### config.mk
export PLATFORM = sky130hd
export DESIGN_NAME = acr_top
export DESIGN_NICKNAME = d
export VERILOG_FILES = /design/src/rtl/acr_pkg.sv /design/src/rtl/acr_top.sv
export SDC_FILE = /design/constraint.sdc
export NUM_CORES = 1
export LEC_CHECK = 0
export ABC_AREA = 1
export BUFFER_PORTS_ARGS = -buffer_cell sky130_fd_sc_hd__buf_4
export CAP_MARGIN = 10
export CORE_MARGIN = 2
export CORE_UTILIZATION = 57
export CTS_CLUSTER_SIZE = 25
export DETAILED_ROUTE_END_ITERATION = 10
export PLACE_DENSITY = 0.88
export SYNTH_ARGS = -nofsm -noshare
export SYNTH_HDL_FRONTEND = slang
export SYNTH_SLANG_ARGS = --single-unit
### constraint.sdc
create_clock -name sys_clk_in -period 6.2 [get_ports sys_clk_in]
set_input_delay 0.62 -clock sys_clk_in [delete_from_list [all_inputs] [get_ports sys_clk_in]]
set_output_delay 0.62 -clock sys_clk_in [all_outputs]
set_load 0.02 [all_outputs]
### src/rtl/acr_pkg.sv
// constants, state layout and register map of the conversion/read-out block
// assumes a single 25 MHz system clock; times are converted to cycles here
package acr_pkg;
   localparam int unsigned CLK_PERIOD_PS = 40000;
   // conversion time per speed mode, longest time, rounded down
   localparam int unsigned T_CONV_FAST_NS = 750;
   localparam int unsigned T_CONV_NORM_NS = 1000;
   localparam int unsigned T_CONV_LOWP_NS = 1250;
   localparam logic [5:0] CONV_FAST_CYC =
      6'((T_CONV_FAST_NS * 1000) / CLK_PERIOD_PS);
   localparam logic [5:0] CONV_NORM_CYC =
      6'((T_CONV_NORM_NS * 1000) / CLK_PERIOD_PS);
   localparam logic [5:0] CONV_LOWP_CYC =
      6'((T_CONV_LOWP_NS * 1000) / CLK_PERIOD_PS);
   // least spacing of starts, rounded up
   localparam int unsigned T_SPACE_FAST_NS = 1000;
   localparam int unsigned T_SPACE_NORM_NS = 1250;
   localparam int unsigned T_SPACE_LOWP_NS = 1500;
   localparam logic [5:0] SPACE_FAST_CYC =
      6'((T_SPACE_FAST_NS * 1000 + CLK_PERIOD_PS - 1) / CLK_PERIOD_PS);
   localparam logic [5:0] SPACE_NORM_CYC =
      6'((T_SPACE_NORM_NS * 1000 + CLK_PERIOD_PS - 1) / CLK_PERIOD_PS);
   localparam logic [5:0] SPACE_LOWP_CYC =
      6'((T_SPACE_LOWP_NS * 1000 + CLK_PERIOD_PS - 1) / CLK_PERIOD_PS);
   localparam logic [5:0] SPACE_SAT = 6'h3f;
   localparam logic [4:0] SER_LAST_BIT = 5'h0f;
   // register byte addresses
   localparam logic [7:0] REG_CTRL = 8'h00;
   localparam logic [7:0] REG_STATUS = 8'h04;
   localparam logic [7:0] REG_RESULT = 8'h08;
   // control fields
   localparam int unsigned CTRL_SERIAL = 0;
   localparam int unsigned CTRL_READ_AFTER = 1;
   localparam int unsigned CTRL_EXT_CLK = 2;
   localparam int unsigned CTRL_DIV_LO = 3;
   localparam int unsigned CTRL_FAST = 5;
   localparam int unsigned CTRL_LOW_POWER = 6;
   localparam int unsigned CTRL_W = 7;
   localparam logic [6:0] CTRL_RESET = 7'h00;
   // status fields
   localparam int unsigned STAT_BUSY = 0;
   localparam int unsigned STAT_SPACE_ERR = 1;
   localparam int unsigned STAT_SYNC = 2;
   localparam int unsigned STAT_SHIFTING = 3;

   typedef enum logic [1:0] {PH_IDLE, PH_CONV, PH_SHIFT, PH_HOLD} acr_phase_t;

   typedef struct packed {
      logic prev_cnv;
      acr_phase_t phase;
      logic busy;
      logic [5:0] conv_cnt;
      logic [5:0] space_cnt;
      logic space_err;
      logic [15:0] result;
      logic [15:0] data;
      logic data_oe;
      logic sact;
      logic [4:0] bit_cnt;
      logic [3:0] div_cnt;
      logic sclk;
      logic sclk_oe;
      logic sync;
      logic sync_oe;
      logic sdo;
      logic sdo_oe;
      logic [15:0] shreg;
      logic ext_prev;
      logic [CTRL_W-1:0] ctrl;
      logic wr_pend;
      logic [7:0] wr_addr;
      logic [31:0] hrdata;
      logic hresp;
   } acr_state_t;
endpackage : acr_pkg

### src/rtl/acr_top.sv
// conversion sequencer and result read-out (parallel, serial master/slave)
// assumes synchronous pins, one AHB-Lite master, hsel gated by the fabric
//
// What this block does
// - Outside serial read-after-convert (master or slave), busy spans one conversion.
// - In parallel mode the result stands on the bus before busy falls.
// - In master read-after-convert, sync rises one conversion after start.
// - In master read-after-convert, busy falls one cycle after sync falls.
// - In master read-during-convert, the serial clock runs at full rate.
// - In master read-after-convert, the divider scales the clock period.
// - In master read-after-convert, busy has a divider-dependent bound.
// - Master serial outputs are driven only while chip select is low.
// - The divider acts only in master read-after-convert, internal clock.
`timescale 1ns/1ps
`default_nettype none
module acr_top (
   input wire logic sys_clk_in,
   input wire logic rst_n_in,
   input wire logic conversion_start_n_in,
   input wire logic chip_select_n_in,
   input wire logic [15:0] sample_in,
   input wire logic serial_clock_in,
   input wire logic hsel_in,
   input wire logic [31:0] haddr_in,
   input wire logic [1:0] htrans_in,
   input wire logic hwrite_in,
   input wire logic [2:0] hsize_in,
   input wire logic [31:0] hwdata_in,
   input wire logic hready_in,
   output logic busy_out,
   output logic [15:0] data_out,
   output logic data_oe_out,
   output logic serial_clock_out,
   output logic serial_clock_oe_out,
   output logic frame_sync_out,
   output logic frame_sync_oe_out,
   output logic serial_data_out,
   output logic serial_data_oe_out,
   output logic [31:0] hrdata_out,
   output logic hreadyout_out,
   output logic hresp_out
);
   acr_pkg::acr_state_t s;
   acr_pkg::acr_state_t next_s;
   logic fall;
   logic serial;
   logic read_after;
   logic ext_clk;
   logic [1:0] serial_clock_divider;
   logic [5:0] conv_cyc;
   logic [5:0] space_cyc;
   logic [3:0] half;
   logic ser_step;
   logic ser_done;
   logic master;

   always_comb begin
      serial = s.ctrl[acr_pkg::CTRL_SERIAL];
      read_after = s.ctrl[acr_pkg::CTRL_READ_AFTER];
      ext_clk = s.ctrl[acr_pkg::CTRL_EXT_CLK];
      serial_clock_divider = s.ctrl[acr_pkg::CTRL_DIV_LO +: 2];
      master = serial & ~ext_clk;
      // speed mode from fast / low-power bits
      case ({s.ctrl[acr_pkg::CTRL_FAST], s.ctrl[acr_pkg::CTRL_LOW_POWER]})
         2'b10: begin
            conv_cyc = acr_pkg::CONV_FAST_CYC;
            space_cyc = acr_pkg::SPACE_FAST_CYC;
         end
         2'b01: begin
            conv_cyc = acr_pkg::CONV_LOWP_CYC;
            space_cyc = acr_pkg::SPACE_LOWP_CYC;
         end
         default: begin
            conv_cyc = acr_pkg::CONV_NORM_CYC;
            space_cyc = acr_pkg::SPACE_NORM_CYC;
         end
      endcase
      // divider only in master read-after-convert
      half = (master & read_after) ? 4'(4'h1 << serial_clock_divider) : 4'h1;
   end

   always_comb begin
      next_s = s;
      fall = s.prev_cnv & ~conversion_start_n_in;
      next_s.prev_cnv = conversion_start_n_in;
      next_s.ext_prev = serial_clock_in;
      next_s.hresp = 1'b0;
      // bus data phase: writes land one cycle after their address phase
      next_s.wr_pend = 1'b0;
      if (s.wr_pend) begin
         case (s.wr_addr)
            acr_pkg::REG_CTRL: next_s.ctrl = hwdata_in[acr_pkg::CTRL_W-1:0];
            acr_pkg::REG_STATUS: begin
               if (hwdata_in[acr_pkg::STAT_SPACE_ERR]) begin
                  next_s.space_err = 1'b0;
               end
            end
            default: ;
         endcase
      end
      if (hsel_in & hready_in & htrans_in[1]) begin
         next_s.wr_pend = hwrite_in;
         next_s.wr_addr = haddr_in[7:0];
         next_s.hrdata = 32'h0;
         if (!hwrite_in) begin
            case (haddr_in[7:0])
               acr_pkg::REG_CTRL: next_s.hrdata = {25'h0, s.ctrl};
               acr_pkg::REG_STATUS: next_s.hrdata = {28'h0, s.sact, s.sync,
                  s.space_err, s.busy};
               acr_pkg::REG_RESULT: next_s.hrdata = {16'h0, s.result};
               default: next_s.hrdata = 32'h0;
            endcase
         end
      end

      if (s.space_cnt != acr_pkg::SPACE_SAT) begin
         next_s.space_cnt = s.space_cnt + 6'h1;
      end

      // serial engine, one bit per falling edge of the internal shift clock or rising edge of the external one
      ser_step = 1'b0;
      ser_done = 1'b0;
      if (s.sact) begin
         if (ext_clk) begin
            ser_step = serial_clock_in & ~s.ext_prev;
         end else if (s.div_cnt == half - 4'h1) begin
            next_s.div_cnt = 4'h0;
            next_s.sclk = ~s.sclk;
            ser_step = s.sclk;
         end else begin
            next_s.div_cnt = s.div_cnt + 4'h1;
         end
         if (ser_step) begin
            next_s.shreg = {s.shreg[14:0], 1'b0};
            next_s.sdo = s.shreg[14];
            next_s.bit_cnt = s.bit_cnt + 5'h1;
            if (s.bit_cnt == acr_pkg::SER_LAST_BIT) begin
               ser_done = 1'b1;
               next_s.sact = 1'b0;
               next_s.sync = 1'b0;
            end
         end
      end

      case (s.phase)
         acr_pkg::PH_IDLE: begin
            if (fall) begin
               if (s.space_cnt >= space_cyc) begin
                  next_s.phase = acr_pkg::PH_CONV;
                  next_s.busy = 1'b1;
                  next_s.conv_cnt = 6'h1;
                  next_s.space_cnt = 6'h0;
                  if (serial & ~read_after & ~s.sact) begin
                     // read-during: previous result shifts out meanwhile
                     next_s.sact = 1'b1;
                     next_s.sync = 1'b1;
                     next_s.shreg = s.result;
                     next_s.sdo = s.result[15];
                     next_s.bit_cnt = 5'h0;
                     next_s.div_cnt = 4'h0;
                     next_s.sclk = 1'b0;
                  end
               end else begin
                  // too-close start is dropped, flagged sticky
                  next_s.space_err = 1'b1;
               end
            end
         end
         acr_pkg::PH_CONV: begin
            next_s.conv_cnt = s.conv_cnt + 6'h1;
            if (s.conv_cnt == conv_cyc - 6'h1) begin
               // one full cycle of margin before busy drops
               next_s.result = sample_in;
               next_s.data = sample_in;
            end
            if (s.conv_cnt == conv_cyc) begin
               if (serial & read_after) begin
                  next_s.phase = acr_pkg::PH_SHIFT;
                  next_s.sact = 1'b1;
                  next_s.sync = 1'b1;
                  next_s.shreg = s.result;
                  next_s.sdo = s.result[15];
                  next_s.bit_cnt = 5'h0;
                  next_s.div_cnt = 4'h0;
                  next_s.sclk = 1'b0;
               end else begin
                  next_s.phase = acr_pkg::PH_IDLE;
                  next_s.busy = 1'b0;
               end
            end
         end
         acr_pkg::PH_SHIFT: begin
            // busy spans conversion, 16 bits at the chosen rate and one PH_HOLD cycle
            if (ser_done) begin
               next_s.phase = acr_pkg::PH_HOLD;
            end
         end
         acr_pkg::PH_HOLD: begin
            next_s.phase = acr_pkg::PH_IDLE;
            next_s.busy = 1'b0;
         end
         default: next_s.phase = acr_pkg::PH_IDLE;
      endcase

      // outputs float one cycle after deselect
      next_s.data_oe = ~serial & ~chip_select_n_in;
      next_s.sync_oe = master & ~chip_select_n_in;
      next_s.sclk_oe = master & ~chip_select_n_in;
      next_s.sdo_oe = serial & ~chip_select_n_in;
      if (ext_clk) begin
         next_s.sclk = 1'b0;
      end
   end

   always_ff @(posedge sys_clk_in or negedge rst_n_in) begin
      if (!rst_n_in) begin
         s <= '{prev_cnv: 1'b1, phase: acr_pkg::PH_IDLE,
                space_cnt: acr_pkg::SPACE_SAT, ctrl: acr_pkg::CTRL_RESET,
                default: '0};
      end else begin
         s <= next_s;
      end
   end

   assign busy_out = s.busy;
   assign data_out = s.data;
   assign data_oe_out = s.data_oe;
   assign serial_clock_out = s.sclk;
   assign serial_clock_oe_out = s.sclk_oe;
   assign frame_sync_out = s.sync;
   assign frame_sync_oe_out = s.sync_oe;
   assign serial_data_out = s.sdo;
   assign serial_data_oe_out = s.sdo_oe;
   assign hrdata_out = s.hrdata;
   assign hreadyout_out = 1'b1;
   assign hresp_out = s.hresp;

   // helper counters for the checks below
   logic [7:0] busy_len;
   logic [7:0] hi_len;
   always_ff @(posedge sys_clk_in or negedge rst_n_in) begin
      if (!rst_n_in) begin
         busy_len <= 8'h0;
         hi_len <= 8'h0;
      end else begin
         busy_len <= s.busy ? busy_len + 8'h1 : 8'h0;
         hi_len <= s.sclk ? hi_len + 8'h1 : 8'h0;
      end
   end
endmodule : acr_top
`default_nettype wire

[Word-level counts from Yosys, hierarchy flattened]
Cells that the tools add are included.
Storage, ports and cells
  bits in registers: 114
  output and inout bits: 58
Cells by class
  add/subtract/negate cells: 6
  order comparisons: 1
  equal/unequal tests: 18
  shifts and indexed selects: 1
  mux-type cells: 65
  bitwise gates (word level): 20
  reduce and logical (&&, ||, !) cells: 10
Operators with widths (number)
  two-way mux 16 bit: 9
  two-way mux 11 bit: 6
  case mux 16 bit (3 select lines): 1
  two-way mux 41 bit: 1
  case mux 16 bit (2 select lines): 1
  two-way mux 1 bit: 29
  case mux 6 bit (2 select lines): 2
  case mux 11 bit (2 select lines): 1
  == test 8 x 3 -> 1 bit, second input constant: 2
  zero test 8 bit: 2
  two-way mux 15 bit: 1
  adder 6 x 1 -> 6 bit, second input constant: 2
  AND 1 bit: 12
  == test 6 bit: 2
  two-way mux 6 bit: 2
  inequality test 2 bit, second input constant: 5
  == test 8 x 4 -> 1 bit, second input constant: 1
  two-way mux 4 bit: 2
  inverter 1 bit: 8
  case mux 2 bit (4 select lines): 1
  case mux 4 bit (2 select lines): 1
  two-way mux 7 bit: 1
  == test 2 bit, second input constant: 3
  greater-or-equal comparator 6 bit: 1
  21 further kinds: 25

[Depth between registers and ports, before layout]
  word-level depth: 16
  gate-level depth with buffers: 23
  mapped depth without buffers: 22

[Least setup slack after synthesis]
Ideal clock, no wire load.
  kind: register to register
  start: register s, in the netlist ext_clk
  end: register s[80] (netlist name)
  library setup time: 121 ps
  data arrival time: 2513 ps
  required time: 6079 ps
  path slack: 3566 ps
  cell stages (with the launch flop): 18
  path buffers: 2
  clock period less this slack: 2634 ps
  cell sequence: dfrtp_1 -> buf_2 -> nor2_1 -> nand3_1 -> ha_1 -> o21ai_0 -> a21oi_1 -> nand3_1 -> inv_1 -> ha_1 -> inv_1 -> o21ai_0 -> nand2_1 -> inv_2 -> buf_2 -> nand2_1 -> o21ai_0 -> nor2_1
RTL lines
  start: declaration: line acr_top.sv:43  | acr_pkg::acr_state_t s;
  start signal: assignment: line acr_top.sv:217  | s <= '{prev_cnv: 1'b1, phase: acr_pkg::PH_IDLE,
  start signal: assignment: line acr_top.sv:221  | s <= next_s;

==> out/results.ini <==
[clocking]
clock_sinks = 97
post_cts_resized = 0
clk_latency_ns = 0.38
clk_path_buf_depth = 2
hold_buffers = 0
path_clk_slew_ns = 0.12
cts_made_buffers = 9
cts.htree.levels = 3
cts_root_buf = clkbuf_8
post_cts_buffers = 0
cts_tree = done

[synthesis]
synth_cell_types = 35
avgSynthCellArea_um2 = 7.77
synth_cells = 689
synth_ff_type = dfrtp_1
synth-edff-count = 0
synth_seq_cells = 97
synth_area_um2 = 5360
synth_top_area_cell = dfrtp_1
yosys_warnings = 0
synthArstFlopShare_pct = 100
synth_top_area_share_pct = 42.1
synth_area_leaders = dfrtp_1 42%, nand2_1 16%, buf_4 7.6%
yosysSeqAreaShare_pct = 45.5

[worst_hold_path]
worst_hold_path_type = in -> async

[power]
finalPower_uw = 2390
p_per_area_nw_per_um2 = 405
ir_worst_vdd_mv = 0.246
p_leak_uw = 0.00329

[cells_and_area]
final_nets = 837
antenna_cells = 0
design_area_um2 = 5890
area_growth_pct = 10.0
final_common_cell = nand2_1
drive_gt1_share_pct = 15.7
most-common-layout-cells = 230 x nand2_1, 90 x dfrtp_1, 81 x inv_1, 80 x buf_4, 59 x nand3_1

[detailed_routing]
first_pass_iters = 5
wl_per_cell_um = 13.9
drt-initial-drc-count = 294
vias_per_cell = 5.39
drt_wl_total_um = 11800
dr_total_vias = 4546
antenna_left = 0
drc = 0

[sta]
fin_skew_ns = 0.0209
maxSlewViolCount = 0
setup_tns_ns = 0
worstMarginPinSlew_ns = 1.15
rsz0062_at_grt = no
finalSetupViolCount = 0
max_clock_freq_ghz = 0.267
final.period_utilization_pct = 60.4
period_minus_slack_ns = 3.75
max_slew_margin_pct = 23.1
final-hold-violation-count = 0

[critical_path]
cp_slowest_stage_delay_ns = 0.53
critPathLaunchType = flip-flop
crit_arrival_ns = 3.97
crit_family = simple AND/OR/NAND/NOR gates
crit_required_ns = 6.42
critPathCaptureType = flip-flop
worstSetupPathType = reg -> reg
cp_max_fo = 23
path_common_cell = nand2_1
crit_chain = nand2_1 > nor2_1 > nand3_1 > ha_1 > o21ai_0 > a21oi_1 > nand3_1 > inv_1 > ha_1 > inv_1 > o21ai_0 > nand2_1 > inv_2 > nand2_1 > xor2_1 > nor2_1
critPathSlowestCell = nand2_1
path_buf_inv = 3

[floorplan]
die_y_um = 101
start_util_pct = 58.2
top_level_ports = 151
rows = 35
die_x_um = 101
dieArea_um2 = 10200
core_area_um2 = 9200

[placement]
finalWeightedCongestion = 0.932
dpl_cell_area_um2 = 5680
portBuffers = 79
place_hpwl_um = 8420

[global_route]
grt_pass1_wl_um = 19800
grt_overflow = 0
antenna_found_initial = 0
grt_pass1_vias = 4369
grt_max_degree = 77
gr-usage-all-layers_pct = 24.3

[outcome]
status = completed

[job]
drv_cap = 0

[worst reg2reg max path: stages (launching register included)]
cell and delay [ns]:
dfrtp_1 0.50, nand2_1 0.12, nor2_1 0.25, nand3_1 0.12, ha_1 0.32, o21ai_0 0.09
a21oi_1 0.16, nand3_1 0.16, inv_1 0.11, ha_1 0.15, inv_1 0.04, o21ai_0 0.29
nand2_1 0.53, inv_2 0.46, nand2_1 0.11, xor2_1 0.15, nor2_1 0.06
[logic make-up (layout without fill, tap and decap cells)]
kind of cell	after synthesis	count (layout)	share of synthesized area (%)
AOI/OAI and AO/OA	63	63	6.52
xor gates and xnor gates	9	9	1.47
adders and majority gates	16	16	3.74
buffers and inverters	151	179	14.8
DFF	97	97	45.5
muxes	2	2	0.421
other	2	18	0.140
and+or+nand+nor	349	349	27.5
[per-stage QoR]
| step | std cells | util, % | hold WS, ns | setup slack, ns |
|---|---|---|---|---|
| 2_1_floorplan | 705 | - | 0.324 | 3.57 |
| 3_3_place_gp | 828 | 61.7 | 0.470 | 2.73 |
| 3_5_place_dp | 828 | 61.7 | 0.466 | 2.52 |
| 4_1_cts | 844 | 64.1 | 0.105 | 2.48 |
| 5_1_grt | 844 | 64.1 | 0.111 | 1.99 |
| 6_report | 844 | 64.1 | 0.102 | 2.45 |
[layer usage]
metal | up-vias | global-route usage [%] | share of wire [%]
li1 | 2170 | - | -
met1 | 2189 | 31.4 | 42
met2 | 153 | 40.1 | 49
met3 | 34 | 4.37 | 5.8
met4 | 0 | 10.9 | 2.9
met5 | - | 0 | 0
[state kept, by name, indices dropped and copies added, names as in the netlist, named ones only]
register	cells
hrdata_out	16
data_oe_out	1
ext_clk	1
read_after	1
busy_out	1
serial_data_oe_out	1
serial_data_out	1
frame_sync_oe_out	1
s	55
serial_clock_out	1
data_out	16
[path summary, 6_finish.rpt]
kind | start | to | slack (ns) | depth (start not counted)
worst max-delay path | s[42] | s[79] | 2.45 | 16
worst max register to register | s[42] | s[79] | 2.45 | 16
min in group sys_clk_in | conversion_start_n_in | s[131] | 0.36 | 1
worst min-delay path | rst_n_in | hrdata_out[9] | 0.10 | 1
max in group asynchronous | rst_n_in | ext_clk | 4.85 | 2
worst min register to register | hrdata_out[2] | hrdata_out[2] | 0.50 | 2
[cells in the mapped netlist (8+ instances only)]
| cell type | instances |
|---|---|
| nand3_1 | 59 |
| a21oi_1 | 8 |
| o21ai_0 | 42 |
| inv_1 | 81 |
| ha_1 | 16 |
| buf_4 | 54 |
| nand4_1 | 8 |
| nor2_1 | 36 |
| clkbuf_1 | 9 |
| dfrtp_1 | 90 |
| nand2_1 | 230 |
[power by group]
part	internal, uW	switching [uW]	leakage (uW)
logic	338	577	0.00200
clock network	198	247	0.000107
registers	826	200	0.00118
total	1360	1020	0.00329
[area by class of cell]
cell class / instances / area (um2)
Timing Repair Buffer: 80 / 601
Clock buffer: 9 / 124
Inverter: 83 / 312
Sequential cell: 97 / 2440
Multi-Input combinational cell: 457 / 2190
Tap cell: 111 / 139
Fill cell: 740 / 3300
Clock inverter: 7 / 93.8
No activity file was read; power rests on OpenSTA's default activity.
